--- config.mk ---
export PLATFORM = sky130hd
export DESIGN_NAME = hv_rail_power_sequencer
export DESIGN_NICKNAME = d
export VERILOG_FILES = /design/src/include/hv_seq_pkg.sv /design/src/hw/delay_timer.sv /design/src/hw/hv_rail_power_sequencer.sv
export VERILOG_INCLUDE_DIRS = /design/src /design/src/include
export SDC_FILE = /design/constraint.sdc
export NUM_CORES = 1
export LEC_CHECK = 0
export BUFFER_PORTS_ARGS = -buffer_cell sky130_fd_sc_hd__buf_2
export CORE_MARGIN = 2
export CORE_UTILIZATION = 45
export CTS_CLUSTER_DIAMETER = 60
export DETAILED_ROUTE_END_ITERATION = 6
export GPL_TIMING_DRIVEN = 0
export SETUP_SLACK_MARGIN = 0.4
export SLEW_MARGIN = 20
export SYNTH_ARGS = -nofsm -noshare
export SYNTH_HDL_FRONTEND = slang
export SYNTH_SLANG_ARGS = --single-unit
export TNS_END_PERCENT = 30
--- constraint.sdc ---
create_clock -name mclk -period 7.8 [get_ports mclk]
set_clock_uncertainty 0.1 [all_clocks]
set_input_delay 1.17 -clock mclk [delete_from_list [all_inputs] [get_ports mclk]]
set_output_delay 1.17 -clock mclk [all_outputs]
set_load 0.1 [all_outputs]
--- src/include/hv_seq_defs.svh ---
// register offsets, reset values, field positions and timing for the sequencer
`ifndef HV_SEQ_DEFS_SVH
`define HV_SEQ_DEFS_SVH

// ----------------------------------------------------------------------
// register offsets (7-bit serial-port address)
// ----------------------------------------------------------------------
`define REG_FAST_CTRL 7'h01
`define REG_SEQ_CMD 7'h02
`define REG_SEQ_STAT 7'h03
`define REG_FAULT_DLY 7'h0F
`define REG_OFS_DUR 7'h10
`define REG_BIAS_DUR 7'h11

// ----------------------------------------------------------------------
// reset values and field positions
// ----------------------------------------------------------------------
`define FAST_CTRL_RST 8'h01
`define FAULT_DLY_RST 8'h07
`define OFS_DUR_RST 8'h01
`define BIAS_DUR_RST 8'h01
`define FAST_EN_BIT 0
`define CMD_SOFT_OFF_BIT 0
`define STOP_DLY_LSB 0
`define DIS_DLY_LSB 4
`define SPI_WRITE_BIT 7

// ----------------------------------------------------------------------
// timing: clock, delay tick and fixed sequence delays
// ----------------------------------------------------------------------
`define CLK_PERIOD_NS 20
`define TICK_NS 4000
`define TICK_CYC (`TICK_NS / `CLK_PERIOD_NS)
`define DUR_UNIT_US 1000
`define NORM_STOP_US 10000
`define RESETZ_DIS_US 1000
`define LV_SETTLE_US 1000
`define DISCHARGE_US 1000
`define US_TO_TICKS(us) (((us) * 1000 + `TICK_NS - 1) / `TICK_NS)
`define MAX_DLY_CODE 4'h8

`endif

--- src/include/hv_seq_pkg.sv ---
// types shared by the rail sequencer and its delay timer
package hv_seq_pkg;

  // one control bit per high-voltage rail
  typedef struct packed {
    logic offset;
    logic bias;
    logic reset;
  } rail_ctl_t;

  // serial-port pin group after synchronisation
  typedef struct packed {
    logic sclk;
    logic cs_n;
    logic mosi;
  } spi_pins_t;

  // sequencer states, one-hot
  typedef enum logic [11:0] {
    ST_OFF      = 12'h001,
    ST_LV_UP    = 12'h002,
    ST_OFS_UP   = 12'h004,
    ST_BIAS_UP  = 12'h008,
    ST_READY    = 12'h010,
    ST_N_STOP   = 12'h020,
    ST_N_RESET  = 12'h040,
    ST_DISCH    = 12'h080,
    ST_F_STOP   = 12'h100,
    ST_F_DIS    = 12'h200,
    ST_STANDBY  = 12'h400,
    ST_RESTART  = 12'h800
  } seq_state_t;

endpackage

--- src/hw/delay_timer.sv ---
// down-counter that measures sequence delays in ticks of the delay clock
`timescale 1ns/1ps
module delay_timer
  import hv_seq_pkg::*;
(
  // clock and reset
  input wire logic mclk,
  input wire logic rstn,
  // control
  input wire logic tick_en,
  input wire logic start,
  input wire logic [15:0] load,
  // result
  output logic done
);

  logic [15:0] cnt_r;
  logic busy_r;

  // start reloads even while busy so a new state always gets a full delay
  always_ff @(posedge mclk) begin
    if (!rstn) begin
      cnt_r <= 16'h0000;
      busy_r <= 1'b0;
      done <= 1'b0;
    end else if (start) begin
      cnt_r <= (load == 16'h0000) ? 16'h0001 : load;
      busy_r <= 1'b1;
      done <= 1'b0;
    end else if (busy_r && tick_en) begin
      cnt_r <= cnt_r - 16'h0001;
      busy_r <= (cnt_r != 16'h0001);
      done <= (cnt_r == 16'h0001);
    end else begin
      done <= 1'b0;
    end
  end

endmodule // delay_timer

--- src/hw/hv_rail_power_sequencer.sv ---
// high-voltage rail power sequencer with serial-port register file
`timescale 1ns/1ps
`include "hv_seq_defs.svh"

// What this block does
// RULE1: Input supply below undervoltage threshold starts shutdown handling at once.
// RULE2: Power request high: low-voltage supplies first, then three rails, then ready.
// RULE3: Offset rail, wait 0x10 duration, bias rail, wait 0x11 duration, reset rail.
// RULE4: Request low: stop bias and reset; 10 ms later stop offset, reset low.
// RULE5: 1 ms after system reset low, discharge rails, then drop all supplies.
// RULE6: Normal shutdown without fault keeps fault interrupt high.
// RULE7: Fault asserts fault interrupt and selects fast shutdown.
// RULE8: Register 0x01 bit enables fast shutdown; enabled after reset.
// RULE9: Fault to bias/reset stop delay from 0x0F field, 4 us to 1.1 ms; the code tops out at 1024 us.
// RULE10: Second 0x0F delay, then discharge rails and pull system reset low.
// RULE11: Fast shutdown ends by dropping internal high-voltage domain enable.
// RULE12: Standby while fault persists; on clear, third supply then normal startup.
// RULE13: State machine chains steps itself; other steps come by serial command.
// RULE14: Delays counted on internal clock with a 4 us resolution tick.
module hv_rail_power_sequencer
  import hv_seq_pkg::*;
#(
  parameter int TICK_CYCLES = `TICK_CYC
)(
  // clock and reset
  input wire logic mclk,
  input wire logic rstn,
  // request and monitoring inputs (asynchronous pins)
  input wire logic power_on_request,
  input wire logic uvlo_low,
  input wire logic fault_detect,
  // serial port
  input wire logic spi_sclk,
  input wire logic spi_cs_n,
  input wire logic spi_mosi,
  output logic spi_miso,
  output logic spi_miso_oe,
  // supply controls
  output logic lv_supply_en,
  output logic third_supply,
  output logic hv_domain_enable,
  output rail_ctl_t rail_regulate,
  output rail_ctl_t rail_discharge,
  // system outputs
  output logic sys_reset_n,
  output logic fault_int_n
);

  // --------------------------------------------------------------------
  // input synchronisers
  // --------------------------------------------------------------------
  logic [5:0] sync1_r;
  logic [5:0] sync2_r;
  logic sclk_d_r;
  spi_pins_t pin_s;
  logic req_s;
  logic uvlo_s;
  logic fault_s;

  // two flops per pin; only the second stage feeds logic
  // chip select resets to its idle high so no frame starts after reset
  always_ff @(posedge mclk) begin
    if (!rstn) begin
      sync1_r <= 6'h02;
      sync2_r <= 6'h02;
    end else begin
      sync1_r <= {fault_detect, uvlo_low, power_on_request,
                  spi_sclk, spi_cs_n, spi_mosi};
      sync2_r <= sync1_r;
    end
  end

  assign pin_s = spi_pins_t'(sync2_r[2:0]);
  assign req_s = sync2_r[3];
  assign uvlo_s = sync2_r[4];
  assign fault_s = sync2_r[5];

  // --------------------------------------------------------------------
  // serial-port slave: 16-bit frames, mode 0
  // --------------------------------------------------------------------
  logic sclk_rise;
  logic sclk_fall;
  logic [3:0] bit_cnt_r;
  logic [7:0] sh_in_r;
  logic [7:0] cmd_r;
  logic [7:0] sh_out_r;
  logic wr_stb;
  logic [7:0] rdata;

  // sclk edges seen through the synchroniser; sclk must stay slow
  always_ff @(posedge mclk) begin
    if (!rstn) begin
      sclk_d_r <= 1'b0;
    end else begin
      sclk_d_r <= pin_s.sclk;
    end
  end

  assign sclk_rise = pin_s.sclk & ~sclk_d_r & ~pin_s.cs_n;
  assign sclk_fall = ~pin_s.sclk & sclk_d_r & ~pin_s.cs_n;
  assign wr_stb = sclk_rise && (bit_cnt_r == 4'hF) &&
                  cmd_r[`SPI_WRITE_BIT];

  // shift in address byte then data byte
  always_ff @(posedge mclk) begin
    if (!rstn || pin_s.cs_n) begin
      bit_cnt_r <= 4'h0;
      sh_in_r <= 8'h00;
      cmd_r <= 8'h00;
    end else if (sclk_rise) begin
      bit_cnt_r <= bit_cnt_r + 4'h1;
      sh_in_r <= {sh_in_r[6:0], pin_s.mosi};
      if (bit_cnt_r == 4'h7) begin
        cmd_r <= {sh_in_r[6:0], pin_s.mosi};
      end
    end
  end

  // read data is captured after the address byte and shifted on falls
  always_ff @(posedge mclk) begin
    if (!rstn) begin
      sh_out_r <= 8'h00;
      spi_miso <= 1'b0;
      spi_miso_oe <= 1'b0;
    end else begin
      spi_miso_oe <= ~pin_s.cs_n;
      if (sclk_fall && bit_cnt_r == 4'h8) begin
        spi_miso <= rdata[7];
        sh_out_r <= {rdata[6:0], 1'b0};
      end else if (sclk_fall && bit_cnt_r > 4'h8) begin
        spi_miso <= sh_out_r[7];
        sh_out_r <= {sh_out_r[6:0], 1'b0};
      end
    end
  end

  // --------------------------------------------------------------------
  // register file
  // --------------------------------------------------------------------
  logic [7:0] fast_ctrl_r;
  logic [7:0] fault_dly_r;
  logic [7:0] ofs_dur_r;
  logic [7:0] bias_dur_r;
  logic soft_off_r;
  logic fault_lat_r;
  logic [6:0] waddr;
  logic [7:0] wdata;
  seq_state_t state_r;
  seq_state_t state_nxt;

  assign waddr = cmd_r[6:0];
  assign wdata = {sh_in_r[6:0], pin_s.mosi};

  // writable registers; fast shutdown comes out of reset enabled
  always_ff @(posedge mclk) begin
    if (!rstn) begin
      fast_ctrl_r <= `FAST_CTRL_RST; // RULE8
      fault_dly_r <= `FAULT_DLY_RST;
      ofs_dur_r <= `OFS_DUR_RST;
      bias_dur_r <= `BIAS_DUR_RST;
    end else if (wr_stb) begin
      if (waddr == `REG_FAST_CTRL) begin
        fast_ctrl_r <= wdata; // RULE8
      end else if (waddr == `REG_FAULT_DLY) begin
        fault_dly_r <= wdata;
      end else if (waddr == `REG_OFS_DUR) begin
        ofs_dur_r <= wdata;
      end else if (waddr == `REG_BIAS_DUR) begin
        bias_dur_r <= wdata;
      end
    end
  end

  // soft power-off command: sticky until the sequence is off with the request pin low
  always_ff @(posedge mclk) begin
    if (!rstn) begin
      soft_off_r <= 1'b0;
    end else if (wr_stb && waddr == `REG_SEQ_CMD) begin
      soft_off_r <= wdata[`CMD_SOFT_OFF_BIT]; // RULE13
    end else if (state_r == ST_OFF && !req_s) begin
      soft_off_r <= 1'b0;
    end
  end

  // read mux; unmapped addresses read zero
  always_comb begin
    if (cmd_r[6:0] == `REG_FAST_CTRL) begin
      rdata = fast_ctrl_r;
    end else if (cmd_r[6:0] == `REG_SEQ_CMD) begin
      rdata = {7'h00, soft_off_r};
    end else if (cmd_r[6:0] == `REG_SEQ_STAT) begin
      rdata = {fault_lat_r, fault_s, state_r == ST_READY, hv_domain_enable,
               sys_reset_n, rail_regulate};
    end else if (cmd_r[6:0] == `REG_FAULT_DLY) begin
      rdata = fault_dly_r;
    end else if (cmd_r[6:0] == `REG_OFS_DUR) begin
      rdata = ofs_dur_r;
    end else if (cmd_r[6:0] == `REG_BIAS_DUR) begin
      rdata = bias_dur_r;
    end else begin
      rdata = 8'h00;
    end
  end

  // --------------------------------------------------------------------
  // delay tick and timer
  // --------------------------------------------------------------------
  logic [15:0] div_r;
  logic tick_r;
  logic tmr_start;
  logic tmr_done;
  logic [15:0] tmr_load;

  // one-cycle tick every 4 us; all sequence delays count these
  always_ff @(posedge mclk) begin
    if (!rstn) begin
      div_r <= 16'h0000;
      tick_r <= 1'b0;
    end else begin
      tick_r <= (div_r == 16'(TICK_CYCLES - 1)); // RULE14
      div_r <= (div_r == 16'(TICK_CYCLES - 1)) ? 16'h0000 : div_r + 16'h0001;
    end
  end

  // programmable fault delays: 4 us times a power of two, up to 1024 us
  function automatic logic [15:0] code_ticks(input logic [3:0] code);
    logic [3:0] c;
    c = (code > `MAX_DLY_CODE) ? `MAX_DLY_CODE : code;
    return 16'h0001 << c;
  endfunction

  // delay for the state about to be entered
  always_comb begin
    case (state_nxt)
      ST_LV_UP: tmr_load = 16'(`US_TO_TICKS(`LV_SETTLE_US)); // RULE2
      ST_OFS_UP: tmr_load = 16'(ofs_dur_r) *
                            16'(`US_TO_TICKS(`DUR_UNIT_US)); // RULE3
      ST_BIAS_UP: tmr_load = 16'(bias_dur_r) *
                             16'(`US_TO_TICKS(`DUR_UNIT_US)); // RULE3
      ST_N_STOP: tmr_load = 16'(`US_TO_TICKS(`NORM_STOP_US)); // RULE4
      ST_N_RESET: tmr_load = 16'(`US_TO_TICKS(`RESETZ_DIS_US)); // RULE5
      ST_DISCH: tmr_load = 16'(`US_TO_TICKS(`DISCHARGE_US));
      ST_F_STOP: tmr_load = code_ticks(fault_dly_r[`STOP_DLY_LSB +: 4]); // RULE9
      ST_F_DIS: tmr_load = code_ticks(fault_dly_r[`DIS_DLY_LSB +: 4]); // RULE10
      default: tmr_load = 16'h0001;
    endcase
  end

  assign tmr_start = (state_nxt != state_r);

  delay_timer u_timer (
    .mclk(mclk),
    .rstn(rstn),
    .tick_en(tick_r),
    .start(tmr_start),
    .load(tmr_load),
    .done(tmr_done)
  );

  // --------------------------------------------------------------------
  // sequencing state machine
  // --------------------------------------------------------------------
  logic fault_ev;
  logic fast_en;
  logic off_req;

  // undervoltage counts as a fault: the supply is about to vanish
  assign fault_ev = fault_s | uvlo_s; // RULE1
  assign fast_en = fast_ctrl_r[`FAST_EN_BIT]; // RULE8
  assign off_req = ~req_s | soft_off_r;

  // fault latch: set wins over the clear at restart
  always_ff @(posedge mclk) begin
    if (!rstn) begin
      fault_lat_r <= 1'b0;
    end else if (fault_ev) begin
      fault_lat_r <= 1'b1; // RULE7
    end else if (state_r == ST_RESTART) begin
      fault_lat_r <= 1'b0; // RULE12
    end
  end

  // next state; the machine chains each timed step itself
  always_comb begin
    state_nxt = state_r;
    case (state_r)
      ST_OFF: begin
        if (req_s && !soft_off_r && !fault_ev) state_nxt = ST_LV_UP; // RULE2
      end
      ST_LV_UP, ST_OFS_UP, ST_BIAS_UP, ST_READY: begin
        if (fault_ev && fast_en) begin
          state_nxt = ST_F_STOP; // RULE7
        end else if (off_req || fault_ev) begin
          state_nxt = ST_N_STOP; // RULE4
        end else if (tmr_done && state_r == ST_LV_UP) begin
          state_nxt = ST_OFS_UP; // RULE2
        end else if (tmr_done && state_r == ST_OFS_UP) begin
          state_nxt = ST_BIAS_UP; // RULE3
        end else if (tmr_done && state_r == ST_BIAS_UP) begin
          state_nxt = ST_READY; // RULE3
        end
      end
      ST_N_STOP: begin
        if (fault_ev && fast_en) state_nxt = ST_F_STOP;
        else if (tmr_done) state_nxt = ST_N_RESET; // RULE4
      end
      ST_N_RESET: begin
        if (tmr_done) state_nxt = ST_DISCH; // RULE5
      end
      ST_DISCH: begin
        if (tmr_done) state_nxt = fault_lat_r ? ST_STANDBY : ST_OFF; // RULE5
      end
      ST_F_STOP: begin
        if (tmr_done) state_nxt = ST_F_DIS; // RULE9
      end
      ST_F_DIS: begin
        if (tmr_done) state_nxt = ST_DISCH; // RULE10
      end
      ST_STANDBY: begin
        if (!fault_ev) state_nxt = req_s ? ST_RESTART : ST_OFF; // RULE12
      end
      ST_RESTART: state_nxt = ST_LV_UP; // RULE12
      default: state_nxt = ST_OFF;
    endcase
  end

  always_ff @(posedge mclk) begin
    if (!rstn) begin
      state_r <= ST_OFF;
    end else begin
      state_r <= state_nxt;
    end
  end

  // --------------------------------------------------------------------
  // registered outputs, decoded from the next state; fault interrupt from the fault latch or the live fault event
  // --------------------------------------------------------------------
  // regulate flags follow the power-up order and drop in shutdown order
  always_ff @(posedge mclk) begin
    if (!rstn) begin
      rail_regulate <= '0;
      rail_discharge <= '0;
    end else begin
      // the fast-shutdown states only hold rails that were already on, never start one
      rail_regulate.offset <= (state_nxt inside {ST_OFS_UP, ST_BIAS_UP,
                               ST_READY, ST_N_STOP}) ||
                              (state_nxt inside {ST_F_STOP, ST_F_DIS} &&
                               rail_regulate.offset); // RULE3
      rail_regulate.bias <= (state_nxt inside {ST_BIAS_UP, ST_READY}) ||
                            (state_nxt == ST_F_STOP &&
                             rail_regulate.bias); // RULE4 RULE9
      rail_regulate.reset <= (state_nxt == ST_READY) ||
                             (state_nxt == ST_F_STOP &&
                              rail_regulate.reset); // RULE3 RULE9
      rail_discharge <= (state_nxt == ST_DISCH) ?
                        3'b111 : 3'b000; // RULE5 RULE10
    end
  end

  // supplies, domain enable, system reset and fault interrupt
  always_ff @(posedge mclk) begin
    if (!rstn) begin
      lv_supply_en <= 1'b0;
      third_supply <= 1'b0;
      hv_domain_enable <= 1'b0;
      sys_reset_n <= 1'b0;
      fault_int_n <= 1'b1;
    end else begin
      lv_supply_en <= !(state_nxt inside {ST_OFF, ST_STANDBY}); // RULE5
      third_supply <= !(state_nxt inside {ST_OFF, ST_STANDBY}); // RULE12
      hv_domain_enable <= !(state_nxt inside {ST_OFF, ST_STANDBY,
                            ST_RESTART}); // RULE11
      sys_reset_n <= state_nxt inside {ST_LV_UP, ST_OFS_UP, ST_BIAS_UP,
                     ST_READY, ST_N_STOP, ST_F_STOP,
                     ST_F_DIS}; // RULE4 RULE10
      fault_int_n <= !(fault_lat_r || fault_ev); // RULE6 RULE7
    end
  end

endmodule // hv_rail_power_sequencer

==> results.cfg <==
[timing]
rsz0062_at_grt = no
worst_slew_pin_slew_ns = 0.719
setup_viol = 0
finalWorstSetupSlack_ns = 2.21
finalCritPeriodShare_pct = 71.7
timing.fmax_ghz = 0.179
hold_viol = 0
slew_violations = 0
period_needed_ns = 5.59
slew_headroom_pct = 50.8
setup_tns_ns = 0

[grt]
gr-usage-met1_pct = 31.8
grt_pass1_wl_mm = 39.0
grt_usage_pct = 23.0
top_usage_layer = met2
grt-ovfl-total = 0
grt_pass1_vias = 7327
use_met2_pct = 37.2
grt_max_degree = 17
antenna_found_initial = 0
grtUsageMet3_pct = 2.89

[setup_path]
crit_path_cell_trace = fa_1 > inv_1 > fa_1 > fa_1 > inv_1 > fa_1 > ha_1 > and3_1 > a2111o_1 > a21o_1 > a21oi_1 > xnor2_1 > a221o_1 > nor2b_2 > o21a_1 > o221a_1
start_kind = flip-flop
worstPathRequired_ns = 8.01
critPathKind = flip-flop to flip-flop
critPathArrivalTime_ns = 5.80
end_kind = flip-flop
cp_slowest_stage_delay_ns = 0.74
critPathTopFamily = adder cells
cpMostUsedCell = fa_1
slowest_stage = dfxtp_1
critical_path_buf_inv_count = 2
crit_fanout = 8

[yosys]
ys_seq_area_share_pct = 28.2
ys_seq_elements = 130
synth_area_um2 = 9230
syn_inst = 1032
yosysUniqueCellTypes = 86
synth-edff-count = 0
netlist.area_leader.share_pct = 28.2
async_flop_share_pct = 0
synth_top_flop_cell = dfxtp_1
syn_avg_cell_area_um2 = 8.94
syn_nets = 1161
yosys_warnings = 0
synth_top_area_cell = dfxtp_1
netlist_top_cells_area = dfxtp_1 (28%), ha_1 (10%), fa_1 (9.5%)

[placed_design]
gp_congestion = 0.915
placed_cells = 1321
port_buffers = 19
dp_hpwl_mm = 18.6
dp_worst_setup_slack_ns = 2.23

[clock_network]
clkSinkCount = 130
holdBufCountCts = 0
clock_latency_ns = 0.43
cts_setup_buffers = 0
cts_tree = yes
numCtsBuffers = 17
cts-root-buf = clkbuf_16
clk_pin_slew_ns = 0.07
post_cts_resized = 0
h-tree-depth = 4
cts.path.max_buffers = 2

[die]
dieWidth_um = 147
die_area_um2 = 21700
core_area_um2 = 20200
start_util_pct = 45.8
rows = 52
fp.dieH_um = 147
io_pins = 21

[route]
vias_per_cell = 5.62
drc = 0
via_count = 7601
drt_iter0_drc = 479
routed_wl_mm = 24.2
post_drt_wl_per_cell_um = 17.9
first_pass_iters = 5
ant_nets = 0

[final_layout]
drive_gt1_share_pct = 10.3
area_delta_synth_final_pct = 11.1
antenna_cells = 0
fin_nets = 1199
fin_util_pct = 50.8
instances_no_fill = 1353

[outcome]
outcome = finished, final reports clean

[pwr]
p_leak_nw = 4.52
switching_share_pct = 27.5
share_comb_of_total_power_pct = 8.4
seqPwrFrac_pct = 42.5
pwr-share-clk_pct = 49.1
p_sw_w = 0.000450
ir_drop_v = 0.000139
intPower_w = 0.00119
power_density_nw_per_um2 = 160

[job]
maxCapViolCount = 0

[worst_hold_path]
worstHoldPathType = flip-flop to flip-flop
-- layout by cell type (no fill, tap or decap), types with 18 or more instances in the layout --
cell type	n
and2_1	18
dfxtp_1	130
and3_1	19
fa_1	44
a21oi_1	61
xor2_1	22
buf_2	29
mux2i_1	45
clkbuf_1	32
nor2_1	114
nand4_1	18
nor3_1	22
nand3_1	23
o21ai_0	33
ha_1	77
inv_1	61
xnor2_1	24
nand2_1	62
-- final timing paths --
| check | from | end | slack, ns | cells after the start |
|---|---|---|---|---|
| worst max-delay path | ofs_dur_r[2] | u_timer.cnt_r[11] | 2.21 | 16 |
| worst min register to register | sync1_r[1] | sync2_r[1] | 0.32 | 1 |
| worst min-delay path | sync1_r[1] | sync2_r[1] | 0.32 | 1 |
| worst max register to register | ofs_dur_r[2] | u_timer.cnt_r[11] | 2.21 | 16 |
-- synthesized netlist by cell type (4+ instances only) --
cell type    n
or2_2        7
buf_4        5
mux2i_1     45
or4_1        4
a311oi_1     6
nor2b_1      9
or3_1        8
nor3_1      22
o221a_2      7
ha_1        77
o21ai_0     33
xnor2_1     24
a221oi_1     5
and2_1      18
o21a_1       7
clkbuf_1    32
o2111ai_1    6
a31oi_1     13
buf_2       10
xor2_1      22
a22oi_1      4
o211ai_1     5
o22ai_1     13
a2111oi_0    4
o221ai_1     5
fa_1        44
nand3b_1     4
dfxtp_1    130
nor2_1     114
nand2b_1    11
nand2_1     62
nor4_4       5
a21o_1       9
nor4_1      10
a21oi_1     61
and3_1      19
inv_1       61
nand3_1     23
nand4_1     18
-- per-stage QoR --
stage	area [um2]	hold slack (ns)	power, W
3_5_place_dp	9660	0.306	0.000845
4_1_cts	10200	0.328	0.00165
5_1_grt	10200	0.350	0.00169
2_1_floorplan	9230	0.286	0.000813
6_report	10200	0.321	0.00164
3_3_place_gp	9660	0.294	0.000845
-- cell type report --
type                       count  area (um2)
clock inverter                15         161
fill                        1974        9920
timing repair buffer          19        95.1
multi-input combinational    789        6150
clock buffer                  17         425
inverter                      62         233
tap                          270         338
buffer                        51         238
sequential                   130        2600
-- flip-flops by register name, indices dropped and copies added (netlist names), 4 cells and up --
name and flops:
fault_dly_r 8, ofs_dur_r 8, sh_out_r 7, sync1_r 6, div_r 16, bit_cnt_r 4, fast_ctrl_r 8, state_r 12
sh_in_r 7, sync2_r 6, bias_dur_r 8, u_timer.cnt_r 16, cmd_r 8
-- power by group through the flow --
stage               sequential, W  combinational [W]  clock (W)
finish                   0.000695           0.000137   0.000804
detailed placement       0.000709           0.000136          0
floorplan                0.000715          0.0000982          0
CTS                      0.000694           0.000137   0.000814
global route             0.000697           0.000151   0.000841
global placement         0.000709           0.000136          0
-- metal layers --
layer  routed length (um)  share of wire, %
met3                  954               3.9
met1                11600                48
met4                  605               2.5
met5                    0                 0
met2                11100                46
-- worst reg2reg max path: stages (launching register included) --
cell	delay, ns
dfxtp_1	0.74
fa_1	0.57
inv_1	0.10
fa_1	0.44
fa_1	0.51
inv_1	0.06
fa_1	0.46
ha_1	0.38
and3_1	0.22
a2111o_1	0.44
a21o_1	0.19
a21oi_1	0.17
xnor2_1	0.11
a221o_1	0.40
nor2b_2	0.19
o21a_1	0.21
o221a_1	0.21
-- logic make-up (layout without fill, tap and decap cells) --
family / Yosys count / in the layout / share of synthesized area (%)
AO/OA/AOI/OAI: 219 / 219 / 16.9
XOR/XNOR: 46 / 46 / 4.37
adder cells (fa/ha/maj): 121 / 121 / 20.0
buffers and inverters: 113 / 164 / 5.10
flip-flops: 130 / 130 / 28.2
multiplexers: 47 / 47 / 5.13
AND/OR/NAND/NOR: 356 / 356 / 20.4
Note: power is estimated with default switching activity, not from simulation.
